<file path="config.mk">
export PLATFORM = sky130hd
export DESIGN_NAME = dmacfg_top
export DESIGN_NICKNAME = d
export VERILOG_FILES = /design/src/hw/dmacfg_cycle_timer.v /design/src/hw/dmacfg_top.v
export VERILOG_INCLUDE_DIRS = /design/src /design/src/hw
export SDC_FILE = /design/constraint.sdc
export NUM_CORES = 1
export LEC_CHECK = 0
export ABC_AREA = 1
export CORE_ASPECT_RATIO = 1.25
export CORE_UTILIZATION = 55
export DETAILED_ROUTE_END_ITERATION = 16
export DONT_BUFFER_PORTS = 1
export GPL_ROUTABILITY_DRIVEN = 0
export PLACE_DENSITY = 0.82
export SLEW_MARGIN = 20
export SYNTH_ARGS = -nofsm -noshare
export SYNTH_HDL_FRONTEND = slang
export SYNTH_HIERARCHICAL = 1
export SYNTH_SLANG_ARGS = --single-unit
</file>
<file path="constraint.sdc">
create_clock -name i_core_clk -period 19.8 [get_ports i_core_clk]
set_clock_uncertainty 0.15 [all_clocks]
set_input_delay 0.99 -clock i_core_clk [delete_from_list [all_inputs] [get_ports i_core_clk]]
set_output_delay 0.99 -clock i_core_clk [all_outputs]
set_load 0.005 [all_outputs]
</file>
<file path="src/hw/dmacfg_defs.vh">
// constants for the dma channel mode configuration block
`ifndef DMACFG_DEFS_VH
`define DMACFG_DEFS_VH

// io port addresses
`define DMACFG_LO_CMD_ADDR      16'h0008
`define DMACFG_HI_CMD_ADDR      16'h00d0
`define DMACFG_LO_MODE_ADDR     16'h000b
`define DMACFG_HI_MODE_ADDR     16'h00d6
`define DMACFG_LO_XMODE_ADDR    16'h040b
`define DMACFG_HI_XMODE_ADDR    16'h04d6
`define DMACFG_LO_CLEAR_ADDR    16'h000d
`define DMACFG_HI_CLEAR_ADDR    16'h00da

// command register fields
`define DMACFG_CMD_DIS_BIT      2

// mode register layout, stored bits 7:2 held as [5:0]
`define DMACFG_SEL_LSB          0
`define DMACFG_SEL_MSB          1
`define DMACFG_STORE_LSB        2
`define DMACFG_STORE_MSB        7
`define DMACFG_M_MODE_MSB       5
`define DMACFG_M_MODE_LSB       4
`define DMACFG_M_DEC_BIT        3
`define DMACFG_M_AUTO_BIT       2
`define DMACFG_M_TYPE_MSB       1
`define DMACFG_M_TYPE_LSB       0
`define DMACFG_MODE_RESET       6'h00
`define DMACFG_MODE_CH4_RESET   6'h30
`define DMACFG_MODE_CASCADE_CH  4

// transfer modes
`define DMACFG_XM_DEMAND        2'h0
`define DMACFG_XM_SINGLE        2'h1
`define DMACFG_XM_BLOCK         2'h2
`define DMACFG_XM_CASCADE       2'h3

// transfer types
`define DMACFG_TT_VERIFY        2'h0
`define DMACFG_TT_WRITE         2'h1
`define DMACFG_TT_READ          2'h2
`define DMACFG_TT_ILLEGAL       2'h3

// extended mode layout, stored bits 7:2 held as [5:0]
`define DMACFG_X_RSVD_BIT       5
`define DMACFG_X_EOPIN_BIT      4
`define DMACFG_X_TIM_MSB        3
`define DMACFG_X_TIM_LSB        2
`define DMACFG_X_SIZE_MSB       1
`define DMACFG_X_SIZE_LSB       0
`define DMACFG_XMODE_LO_RESET   6'h00
`define DMACFG_XMODE_HI_RESET   6'h01

// data sizes
`define DMACFG_SZ_8_BYTES       2'h0
`define DMACFG_SZ_16_WORDS      2'h1
`define DMACFG_SZ_RSVD          2'h2
`define DMACFG_SZ_16_BYTES      2'h3

// timing codes and bus clocks per cycle
`define DMACFG_TIM_COMPAT       2'h0
`define DMACFG_TIM_A            2'h1
`define DMACFG_TIM_B            2'h2
`define DMACFG_TIM_F            2'h3
`define DMACFG_CLK_COMPAT_ONE   4'h9
`define DMACFG_CLK_COMPAT_REP   4'h8
`define DMACFG_CLK_A            4'h6
`define DMACFG_CLK_B            4'h5
`define DMACFG_CLK_F            4'h3

`endif

</file>
<file path="src/hw/dmacfg_cycle_timer.v">
// dma cycle length timer counted in isa bus clocks
`timescale 1ns/10ps
`include "dmacfg_defs.vh"

module dmacfg_cycle_timer (
  input  wire       i_core_clk,
  input  wire       i_rst,
  input  wire       i_ce,
  input  wire       i_isa_bus_clock_tick,
  input  wire       i_start,
  input  wire       i_repeat,
  input  wire [1:0] i_timing,
  output reg        o_busy,
  output reg        o_done,
  output reg  [3:0] o_cycle_len
);

  reg [3:0] count;
  reg [3:0] next_len;

  function [3:0] dmacfg_len;
    input [1:0] timing;
    input       rep;
    begin
      case (timing)
        `DMACFG_TIM_COMPAT: dmacfg_len = rep ? `DMACFG_CLK_COMPAT_REP
                                             : `DMACFG_CLK_COMPAT_ONE;
        `DMACFG_TIM_A:      dmacfg_len = `DMACFG_CLK_A;
        `DMACFG_TIM_B:      dmacfg_len = `DMACFG_CLK_B;
        `DMACFG_TIM_F:      dmacfg_len = `DMACFG_CLK_F;
        default:            dmacfg_len = `DMACFG_CLK_COMPAT_ONE;
      endcase
    end
  endfunction

  always @* begin
    next_len = dmacfg_len(i_timing, i_repeat);
  end

  always @(posedge i_core_clk or posedge i_rst) begin
    if (i_rst) begin
      count       <= 4'h0;
      o_busy      <= 1'b0;
      o_done      <= 1'b0;
      o_cycle_len <= 4'h0;
    end else if (i_ce) begin
      o_done <= 1'b0;
      if (!o_busy && i_start) begin
        o_busy      <= 1'b1;
        count       <= next_len;
        o_cycle_len <= next_len;
      end else if (o_busy && i_isa_bus_clock_tick) begin
        if (count == 4'h1) begin
          o_busy <= 1'b0;
          o_done <= 1'b1;
        end
        count <= count - 4'h1;
      end
    end
  end

endmodule

</file>
<file path="src/hw/dmacfg_top.v">
// dma channel mode, extended mode and group command configuration
`timescale 1ns/10ps
`include "dmacfg_defs.vh"


module dmacfg_top (
  input  wire        i_core_clk,
  input  wire        i_rst,
  input  wire        i_ce,
  input  wire [15:0] i_io_addr,
  input  wire [7:0]  i_io_wdata,
  input  wire        i_io_wr,
  input  wire [7:0]  i_dma_grant_ack,
  input  wire [7:0]  i_terminal_count,
  input  wire        i_isa_bus_clock_tick,
  input  wire        i_cycle_start,
  input  wire        i_cycle_repeat,
  input  wire        i_main_mem,
  input  wire        i_end_of_process_i,
  output reg         o_end_of_process_o,
  output reg         o_end_of_process_oe,
  output reg  [1:0]  o_group_disabled,
  output reg  [15:0] o_xfer_mode,
  output reg  [15:0] o_xfer_type,
  output reg  [7:0]  o_addr_down,
  output reg  [7:0]  o_autoinit,
  output reg  [15:0] o_data_size,
  output reg  [15:0] o_timing,
  output reg  [7:0]  o_eop_input,
  output reg  [7:0]  o_reload,
  output reg  [7:0]  o_eop_event,
  output reg         o_act_valid,
  output reg  [2:0]  o_act_channel,
  output reg         o_act_illegal,
  output reg         o_io_read_req,
  output reg         o_io_write_req,
  output reg         o_mem_read_req,
  output reg         o_mem_write_req,
  output reg  [1:0]  o_addr_step,
  output wire        o_cycle_busy,
  output wire        o_cycle_done,
  output wire [3:0]  o_cycle_len
);

  reg [5:0] mode_reg [0:7];
  reg [5:0] xmode_reg [0:7];
  reg       lo_disable;
  reg       hi_disable;
  reg [7:0] ack_prev;
  reg       eop_in_prev;
  reg [2:0] act_ch;
  reg       act_valid;
  reg [5:0] act_mode;
  reg [5:0] act_xmode;
  reg [1:0] act_type;
  reg [1:0] act_timing;
  reg       act_group_off;
  reg       next_io_rd;
  reg       next_io_wr;
  reg       next_mem_rd;
  reg       next_mem_wr;
  reg       next_eop_o;
  reg [7:0] next_event;
  integer   i;
  integer   j;
  integer   n;

  wire wr_lo_cmd   = i_io_wr && (i_io_addr == `DMACFG_LO_CMD_ADDR);
  wire wr_hi_cmd   = i_io_wr && (i_io_addr == `DMACFG_HI_CMD_ADDR);
  wire wr_lo_mode  = i_io_wr && (i_io_addr == `DMACFG_LO_MODE_ADDR);
  wire wr_hi_mode  = i_io_wr && (i_io_addr == `DMACFG_HI_MODE_ADDR);
  wire wr_lo_xmode = i_io_wr && (i_io_addr == `DMACFG_LO_XMODE_ADDR);
  wire wr_hi_xmode = i_io_wr && (i_io_addr == `DMACFG_HI_XMODE_ADDR);
  wire clr_lo      = i_io_wr && (i_io_addr == `DMACFG_LO_CLEAR_ADDR);
  wire clr_hi      = i_io_wr && (i_io_addr == `DMACFG_HI_CLEAR_ADDR);

  wire [1:0] wr_sel  = i_io_wdata[`DMACFG_SEL_MSB:`DMACFG_SEL_LSB];
  wire [5:0] wr_bits = i_io_wdata[`DMACFG_STORE_MSB:`DMACFG_STORE_LSB];

  // channel number from group and select code
  function [2:0] dmacfg_chan;
    input       upper;
    input [1:0] sel;
    begin
      dmacfg_chan = {upper, sel};
    end
  endfunction

  // channel 4 mode field is pinned to cascade
  function [5:0] dmacfg_mode_fix;
    input [2:0] ch;
    input [5:0] val;
    begin
      if (ch == `DMACFG_MODE_CASCADE_CH)
        dmacfg_mode_fix = {`DMACFG_XM_CASCADE, val[3:0]};
      else
        dmacfg_mode_fix = val;
    end
  endfunction

  // one-hot grant to channel number
  function [2:0] dmacfg_enc;
    input [7:0] onehot;
    integer k;
    begin
      dmacfg_enc = 3'h0;
      for (k = 0; k < 8; k = k + 1)
        if (onehot[k])
          dmacfg_enc = k[2:0];
    end
  endfunction

  // group command registers
  always @(posedge i_core_clk or posedge i_rst) begin
    if (i_rst) begin
      lo_disable <= 1'b0;
      hi_disable <= 1'b0;
    end else if (i_ce) begin
      if (clr_lo)
        lo_disable <= 1'b0;
      else if (wr_lo_cmd)
        lo_disable <= i_io_wdata[`DMACFG_CMD_DIS_BIT];
      if (clr_hi)
        hi_disable <= 1'b0;
      else if (wr_hi_cmd)
        hi_disable <= i_io_wdata[`DMACFG_CMD_DIS_BIT];
    end
  end

  // channel mode registers
  always @(posedge i_core_clk or posedge i_rst) begin
    if (i_rst) begin
      // channel 4 comes out of reset in cascade
      mode_reg[0] <= `DMACFG_MODE_RESET;
      mode_reg[1] <= `DMACFG_MODE_RESET;
      mode_reg[2] <= `DMACFG_MODE_RESET;
      mode_reg[3] <= `DMACFG_MODE_RESET;
      mode_reg[4] <= `DMACFG_MODE_CH4_RESET;
      mode_reg[5] <= `DMACFG_MODE_RESET;
      mode_reg[6] <= `DMACFG_MODE_RESET;
      mode_reg[7] <= `DMACFG_MODE_RESET;
    end else if (i_ce) begin
      for (j = 0; j < 4; j = j + 1) begin
        if (clr_lo)
          mode_reg[j] <= dmacfg_mode_fix(j[2:0], `DMACFG_MODE_RESET);
        if (clr_hi)
          mode_reg[j+4] <= dmacfg_mode_fix(j[2:0] + 3'h4, `DMACFG_MODE_RESET);
      end
      if (wr_lo_mode && !clr_lo)
        mode_reg[dmacfg_chan(1'b0, wr_sel)] <=
          dmacfg_mode_fix(dmacfg_chan(1'b0, wr_sel), wr_bits);
      if (wr_hi_mode && !clr_hi)
        mode_reg[dmacfg_chan(1'b1, wr_sel)] <=
          dmacfg_mode_fix(dmacfg_chan(1'b1, wr_sel), wr_bits);
    end
  end

  // extended mode registers, master clear leaves them alone
  always @(posedge i_core_clk or posedge i_rst) begin
    if (i_rst) begin
      xmode_reg[0] <= `DMACFG_XMODE_LO_RESET;
      xmode_reg[1] <= `DMACFG_XMODE_LO_RESET;
      xmode_reg[2] <= `DMACFG_XMODE_LO_RESET;
      xmode_reg[3] <= `DMACFG_XMODE_LO_RESET;
      xmode_reg[4] <= `DMACFG_XMODE_HI_RESET;
      xmode_reg[5] <= `DMACFG_XMODE_HI_RESET;
      xmode_reg[6] <= `DMACFG_XMODE_HI_RESET;
      xmode_reg[7] <= `DMACFG_XMODE_HI_RESET;
    end else if (i_ce) begin
      if (wr_lo_xmode)
        xmode_reg[dmacfg_chan(1'b0, wr_sel)] <= wr_bits;
      if (wr_hi_xmode)
        xmode_reg[dmacfg_chan(1'b1, wr_sel)] <= wr_bits;
    end
  end

  // active channel and its decoded settings
  always @* begin
    act_valid     = |i_dma_grant_ack;
    act_ch        = dmacfg_enc(i_dma_grant_ack);
    act_mode      = mode_reg[act_ch];
    act_xmode     = xmode_reg[act_ch];
    act_group_off = hi_disable || (!act_ch[2] && lo_disable);
    if (act_mode[`DMACFG_M_MODE_MSB:`DMACFG_M_MODE_LSB] == `DMACFG_XM_CASCADE)
      act_type = `DMACFG_TT_VERIFY;
    else
      act_type = act_mode[`DMACFG_M_TYPE_MSB:`DMACFG_M_TYPE_LSB];
    if (i_main_mem)
      act_timing = act_xmode[`DMACFG_X_TIM_MSB:`DMACFG_X_TIM_LSB];
    else
      act_timing = `DMACFG_TIM_COMPAT;
  end

  // command strobe requests by transfer type
  always @* begin
    next_io_rd  = 1'b0;
    next_io_wr  = 1'b0;
    next_mem_rd = 1'b0;
    next_mem_wr = 1'b0;
    if (act_valid && !act_group_off && o_cycle_busy) begin
      case (act_type)
        `DMACFG_TT_WRITE: begin
          next_io_rd  = 1'b1;
          next_mem_wr = 1'b1;
        end
        `DMACFG_TT_READ: begin
          next_mem_rd = 1'b1;
          next_io_wr  = 1'b1;
        end
        `DMACFG_TT_VERIFY: begin
          next_io_rd  = 1'b0;
          next_mem_wr = 1'b0;
        end
        default: begin
          next_io_rd  = 1'b0;
          next_mem_wr = 1'b0;
        end
      endcase
    end
  end

  // end of process events, direction and drive value
  always @* begin
    next_event = i_terminal_count;
    if (act_valid && act_xmode[`DMACFG_X_EOPIN_BIT] &&
        i_end_of_process_i && !eop_in_prev)
      next_event[act_ch] = 1'b1;
    next_eop_o = act_valid && !act_xmode[`DMACFG_X_EOPIN_BIT] &&
                 (i_dma_grant_ack == ack_prev) &&
                 i_terminal_count[act_ch];
  end

  // upper disable also stops the cascaded lower group
  wire cycle_go = i_cycle_start && act_valid && !act_group_off;
  dmacfg_cycle_timer u_timer (
    .i_core_clk           (i_core_clk),
    .i_rst                (i_rst),
    .i_ce                 (i_ce),
    .i_isa_bus_clock_tick (i_isa_bus_clock_tick),
    .i_start              (cycle_go),
    .i_repeat             (i_cycle_repeat),
    .i_timing             (act_timing),
    .o_busy               (o_cycle_busy),
    .o_done               (o_cycle_done),
    .o_cycle_len          (o_cycle_len)
  );

  // per-channel register copies
  always @(posedge i_core_clk or posedge i_rst) begin
    if (i_rst) begin
      o_group_disabled    <= 2'h0;
      o_xfer_mode         <= 16'h0000;
      o_xfer_type         <= 16'h0000;
      o_addr_down         <= 8'h00;
      o_autoinit          <= 8'h00;
      o_data_size         <= 16'h0000;
      o_timing            <= 16'h0000;
      o_eop_input         <= 8'h00;
    end else if (i_ce) begin
      o_group_disabled <= {hi_disable, hi_disable | lo_disable};
      for (i = 0; i < 8; i = i + 1) begin
        o_xfer_mode[2*i +: 2] <=
          mode_reg[i][`DMACFG_M_MODE_MSB:`DMACFG_M_MODE_LSB];
        o_xfer_type[2*i +: 2] <=
          mode_reg[i][`DMACFG_M_TYPE_MSB:`DMACFG_M_TYPE_LSB];
        o_addr_down[i] <= mode_reg[i][`DMACFG_M_DEC_BIT];
        o_autoinit[i]  <= mode_reg[i][`DMACFG_M_AUTO_BIT];
        o_data_size[2*i +: 2] <=
          xmode_reg[i][`DMACFG_X_SIZE_MSB:`DMACFG_X_SIZE_LSB];
        o_timing[2*i +: 2] <=
          xmode_reg[i][`DMACFG_X_TIM_MSB:`DMACFG_X_TIM_LSB];
        o_eop_input[i] <= xmode_reg[i][`DMACFG_X_EOPIN_BIT];
      end
    end
  end

  // active channel outputs
  always @(posedge i_core_clk or posedge i_rst) begin
    if (i_rst) begin
      o_end_of_process_o  <= 1'b0;
      o_end_of_process_oe <= 1'b0;
      o_reload            <= 8'h00;
      o_eop_event         <= 8'h00;
      o_act_valid         <= 1'b0;
      o_act_channel       <= 3'h0;
      o_act_illegal       <= 1'b0;
      o_io_read_req       <= 1'b0;
      o_io_write_req      <= 1'b0;
      o_mem_read_req      <= 1'b0;
      o_mem_write_req     <= 1'b0;
      o_addr_step         <= 2'h0;
      ack_prev            <= 8'h00;
      eop_in_prev         <= 1'b0;
    end else if (i_ce) begin
      ack_prev    <= i_dma_grant_ack;
      eop_in_prev <= i_end_of_process_i;
      for (n = 0; n < 8; n = n + 1) begin
        o_reload[n] <= next_event[n] && mode_reg[n][`DMACFG_M_AUTO_BIT];
      end
      o_eop_event   <= next_event;
      o_act_valid   <= act_valid;
      o_act_channel <= act_ch;
      o_act_illegal <= act_valid && (act_type == `DMACFG_TT_ILLEGAL);
      o_io_read_req   <= next_io_rd;
      o_io_write_req  <= next_io_wr;
      o_mem_read_req  <= next_mem_rd;
      o_mem_write_req <= next_mem_wr;
      // step two for 16-bit byte counting, else one
      if (act_xmode[`DMACFG_X_SIZE_MSB:`DMACFG_X_SIZE_LSB] == `DMACFG_SZ_16_BYTES)
        o_addr_step <= 2'h2;
      else
        o_addr_step <= 2'h1;
      o_end_of_process_oe <= act_valid && !act_xmode[`DMACFG_X_EOPIN_BIT];
      o_end_of_process_o  <= next_eop_o;
    end
  end

endmodule

</file>
* Yosys cells after proc, flatten, opt, wreduce, memory -nomap -nowiden
Cells that the tools add are included.
Widths: inputs -> output; s select.
** Word-level totals
- Register bits :: 234
- Input port bits :: 49
- Output and inout bits :: 125
- Word-level logic and storage cells :: 202
** Operators by class
- Add/sub/neg operators :: 1
- Magnitude comparators :: 7
- Equal/unequal tests :: 18
- Mux-type cells :: 74
- Bitwise logic cells :: 5
- Reductions and logical operators :: 55
** Operators with widths (number)
- $mux 48 :: 6
- $bwmux 48 :: 4
- $mux 6 :: 25
- $eq 16x4->1 const B :: 3
- $eq 16x8->1 const B :: 3
- $bmux 6 s3 :: 2
- $demux 6 s3 :: 2
- $logic_and 1x1->1 :: 35
- $eq 16x11->1 const B :: 2
- $mux 1 :: 18
- $mux 3 :: 6
- $pmux 4 s4 :: 1
- $eq 2x2->1 const B :: 6
- $ge 4x4->1 const B :: 3
- $mux 5 :: 2
- $eq 8x8->1 :: 1
- $lt 4x1->1 const B :: 2
- $mux 4 :: 2
- $mux 8 :: 1
- $not 3->4 :: 2
- $or 8x8->8 :: 1
- $reduce_and 2->1 :: 4
- $reduce_bool 2->1 :: 4
- $reduce_or 8->1 :: 1
- 14 further kinds :: 24

* Longest topological paths before layout
- Word-level depth :: 16
- Gate-level depth with buffers :: 19
- Mapped depth without buffers :: 19

* Cells and area by module
The synthesis kept the hierarchy.
** By module, submodules not included
- dmacfg_top :: times used 1, cells an instance 1276, area each 9989.6 µm², sequential area each 5412.7 µm²
- dmacfg_cycle_timer :: times used 1, cells an instance 79, area each 619.3 µm², sequential area each 250.2 µm²

* Worst setup path before layout
No wires, ideal clock.
- Path type :: input to register
- From :: in i_dma_grant_ack[2]
- To :: reg u_timer.o_cycle_len[0]
- Library setup time :: 0.083 ns
- Data arrival time :: 2.887 ns
- Data required time :: 19.567 ns
- Path slack :: 16.681 ns
- Cell stages on the path :: 17
- Path buffers :: 1
- Path through :: inv_1 > nand2_1 > nand2_1 > nand2_1 > nand2_1 > nand2_2 > buf_2 > o21ai_0 > o21ai_0 > nor2_1 > nor3_1 > inv_1 > ha_1 > inv_1 > o21ai_0 > and2_1 > o21ai_0
** On the way
- Longest elaborated chain between the ends :: 13
- Elaborated cells between the ends (all ways) :: 21
- Classes of those cells :: eq/ne (3); mux (11); bitwise (1); reduce/logical (6)
** Ends and longest elaborated chain
- start, declared :: line dmacfg_top.v:13 : input wire [7:0] i_dma_grant_ack,
- $mux 3 * (6 in a row) :: line dmacfg_top.v:108 : if (onehot[k])
- $not 3->4 (not written as such) * :: line dmacfg_top.v:182 : act_xmode = xmode_reg[act_ch];
- $bmux 6 s3 * :: line dmacfg_top.v:182
- $mux 5 (not written as such) * (2 in a row) :: line dmacfg_top.v:182
- $mux 2 * :: line dmacfg_top.v:188 : if (i_main_mem)
- named net act_timing[0] :: line dmacfg_top.v:56 : reg [1:0] act_timing;
- $eq 2x2->1 (tied with other cells) :: line dmacfg_cycle_timer.v:25 : case (timing)
- $pmux 4 s4 * :: line dmacfg_cycle_timer.v:25
- end signal, assigned :: line dmacfg_cycle_timer.v:51 : o_cycle_len <= next_len;
- end, declared :: line dmacfg_cycle_timer.v:15 : output reg [3:0] o_cycle_len
Mark *: on every way through the listed nets, which the timed path passes. The rest lies on a longest branch. The select of a mux whose other input is x is not followed.
A chain may end at the register's enable or synchronous reset.

* Worst setup path after layout
- From :: in i_dma_grant_ack[7]
- To :: reg u_timer.o_cycle_len[0]
** On the way
- Longest elaborated chain between the ends :: 8
- Elaborated cells between the ends (all ways) :: 20
- Classes of those cells :: eq/ne (3); mux (6); bitwise (1); reduce/logical (10)
** Ends and longest elaborated chain (line)
- $mux 3 * :: dmacfg_top.v:108
- $not 3->4 (not written as such) * :: dmacfg_top.v:182
- $bmux 6 s3 * :: dmacfg_top.v:182
- $mux 5 (not written as such) * (2 in a row) :: dmacfg_top.v:182
- $mux 2 * :: dmacfg_top.v:188
- named net act_timing[0] :: dmacfg_top.v:56
- $eq 2x2->1 (tied with other cells) :: dmacfg_cycle_timer.v:25
- $pmux 4 s4 * :: dmacfg_cycle_timer.v:25
Marked as above.

==> results.sh <==
export IMPL_post_cts_buffers=0
export IMPL_grt_usage_pct=29.60
export IMPL_port_buffers=0
export IMPL_synth_edf_count=0
export IMPL_fin_crit_ps=3605
export IMPL_synth_xor_area_share_pct=0.7430
export IMPL_outcome="finished, final reports clean"
export IMPL_vias=9080
export IMPL_initial_utilization_pct=56.29
export IMPL_cts_root_buffer="clkbuf_16"
export IMPL_combPwrFrac_pct=9.0
export IMPL_die_w_um=126.2
export IMPL_relSlewSlack_pct=31.42
export IMPL_grt_start_max_net_pins=147
export IMPL_yosys_top_cells_area="dfrtp_1, nand2_1, o21ai_0, inv_1, nand3_1"
export IMPL_synth_top_area_share_pct=51.89
export IMPL_p_int_mw=0.7573
export IMPL_synth_nets=1410
export IMPL_critPathTopFamily="compound AO/OA/AOI/OAI gates"
export IMPL_crit_top_cell="inv_1"
export IMPL_final_cells=1569
export IMPL_min_period_over_period_pct=18.21
export IMPL_worstMarginPinSlew_ps=1029
export IMPL_drive_gt1_share_pct=5.086
export IMPL_drt_wl_total_mm=29.17
export IMPL_synthSimpleGateAreaFrac_pct=29.10
export IMPL_ant_nets=0
export IMPL_rsz0062_at_grt="no"
export IMPL_clock_sinks=226
export IMPL_ys_warn_count=6
export IMPL_cts_resized=0
export IMPL_clock_fmax_ghz=0.2774
export IMPL_grt_pass1_vias=8544
export IMPL_async_flop_share_pct=100.0
export IMPL_p_leak_nw=5.973
export IMPL_drt_iter0_drc=916
export IMPL_area_growth_pct=7.289
export IMPL_drt_first_pass_iters=8
export IMPL_netlist_area_um2=10610
export IMPL_worst_path_buf_inv=4
export IMPL_worst_ep_arrival_time_ps=3880
export IMPL_pwr_share_seq_pct=49.7
export IMPL_routed_via_density=5.787
export IMPL_yosysSeqAreaShare_pct=53.38
export IMPL_synth_fa_ha_area_share_pct=0.7076
export IMPL_max_vdd_ir_drop_uv=53.99
export IMPL_routedWlPerCell_um=18.59
export IMPL_io_pins=174
export IMPL_crit_type="input port to register"
export IMPL_synth_top_family_by_area="simple AND/OR/NAND/NOR gates"
export IMPL_synthFlopType="dfrtp_1"
export IMPL_cts_htree_levels=1
export IMPL_grt_pass1_wl_mm=45.50
export IMPL_netlist_instances=1355
export IMPL_worstHoldPathType="input port to async pin"
export IMPL_syn_avg_cell_area_um2=7.829
export IMPL_coreArea_um2=18850
export IMPL_crit_path_start_kind="input port"
export IMPL_finalSetupViolations=0
export IMPL_slowest_delay_ps=810
export IMPL_synth_seq_cells=226
export IMPL_dpl_cell_count=1529
export IMPL_endpoint_kind="register"
export IMPL_largest_register_ffs=48
export IMPL_core_rowCount=56
export IMPL_place_hpwl_mm=20.56
export IMPL_fillers=1592
export IMPL_drv_cap=0
export IMPL_crit_fanout=14
export IMPL_hold_viol=0
export IMPL_synthMuxAreaShare_pct=0
export IMPL_numCtsBuffers=22
export IMPL_whs_ps=191.3
export IMPL_overflow=0
export IMPL_yosysMostFrequentCell="nand2_1"
export IMPL_synth_compound_area_share_pct=9.199
export IMPL_cts_hold_buf=0
export IMPL_drc=0
export IMPL_synth_common_cells="nand2_1, dfrtp_1, o21ai_0, inv_1, nand3_1"
export IMPL_p_sw_share_pct=25.54
export IMPL_postLayoutCoreUtil_pct=60.39
export IMPL_powerDensity_nw_per_um2=89.36
export IMPL_synth_distinct_cells=40
export IMPL_clk_pin_slew_ps=60
export IMPL_clockBufferDepth=3
export IMPL_crit_chain="inv_1 -> nand2_1 -> inv_1 -> a21oi_1 -> nor2_1 -> o21ai_0 -> nor2_1 -> nor3_1 -> inv_1 -> ha_1 -> inv_1 -> o21ai_0 -> and2_1 -> o21ai_0"
export IMPL_p_clk_share_pct=41.3
export IMPL_cts_tree="done"
export IMPL_slew_violations=0
export IMPL_die_h_um=157.3
export IMPL_dieArea_um2=19850
export IMPL_cp_slowest_cell="a21oi_1"
export IMPL_antenna_found_initial=0
export IMPL_yosysTopAreaCell="dfrtp_1"
export IMPL_fin_nets=1376
export IMPL_diodes=0
export IMPL_power_mw=1.017
export IMPL_switching_power_mw=0.2598
export IMPL_clk_latency_ps=510
export IMPL_cp_required_ps=20070
export IMPL_setup_tns_final_ps=0
-- placed cells by master (no fill, tap or decap), types with 2 or more instances in the layout --
cell type	instances
a21oi_1	25
nor2_1	47
nor4_1	3
inv_1	118
o31ai_1	3
ha_1	6
o22ai_1	2
nor2_4	6
nand2_2	6
clkbuf_16	23
a31oi_1	2
o21ai_0	135
dfstp_2	6
clkinv_2	2
nand3_1	81
o211ai_1	3
nand4_1	17
clkbuf_1	8
clkbuf_8	5
xnor2_1	9
nor3_2	2
o21ai_1	12
nor3_1	6
nand2_1	565
buf_4	2
nand2_4	2
nor2_2	3
dfrtp_1	220
inv_2	3
-- per-stage QoR --
stage	setup WS, ps	cell area (um^2)
2_1_floorplan	12760	10610
3_3_place_gp	16020	10660
3_5_place_dp	15800	10660
4_1_cts	16310	11380
5_1_grt	15940	11380
6_report	16200	11380
-- routing by layer --
metal	global-route usage [%]	up-vias	share of wire, %
met3	7.784	111	11
li1	-	4204	-
met2	46.96	488	46
met5	0	-	0
met1	36.92	4277	38
met4	16.75	0	5.8
-- power groups by stage --
stage,Clock (mW),Sequential [mW],Combinational [mW]
floorplan,0,0.506,0.0764
global placement,0,0.513,0.0873
detailed placement,0,0.513,0.0907
CTS,0.423,0.505,0.0913
global route,0.441,0.508,0.104
finish,0.420,0.506,0.0917
-- worst paths after layout --
kind | start | endpoint | slack, ps | cells after the start
max | i_dma_grant_ack[7] | u_timer/o_cycle_len[0]$_DFFE_PP0P_ | 16200 | 14
min | i_rst | u_timer/count[2]$_DFFE_PP0P_ | 190 | 1
max reg2reg | xmode_reg[14]$_DFFE_PP0P_ | u_timer/o_cycle_len[0]$_DFFE_PP0P_ | 17600 | 10
min reg2reg | mode_reg[21]$_DFFE_PP0P_ | mode_reg[21]$_DFFE_PP0P_ | 340 | 2
max in group asynchronous | i_rst | o_timing[15]$_DFFE_PP0P_ | 17550 | 2
min in group i_core_clk | mode_reg[21]$_DFFE_PP0P_ | mode_reg[21]$_DFFE_PP0P_ | 340 | 2
-- cells by family after synthesis --
kind of cell    after synthesis
xor+xnor                      9
simple gates                744
compound gates              187
fa+ha+maj                     6
flops                       226
buf+inv                     183
-- final cells by class --
class / instances / area [um^2] / area share (%)
well taps: 232 / 290.3 / 2.550
clock inverters: 4 / 48.80 / 0.4287
clock buffers: 36 / 674.4 / 5.925
repair buffers: 2 / 15.01 / 0.1319
multi-input cells: 946 / 4217 / 37.05
inverters: 123 / 474.2 / 4.166
flip-flops and latches: 226 / 5663 / 49.75
No activity file was read; power rests on OpenSTA's default activity.
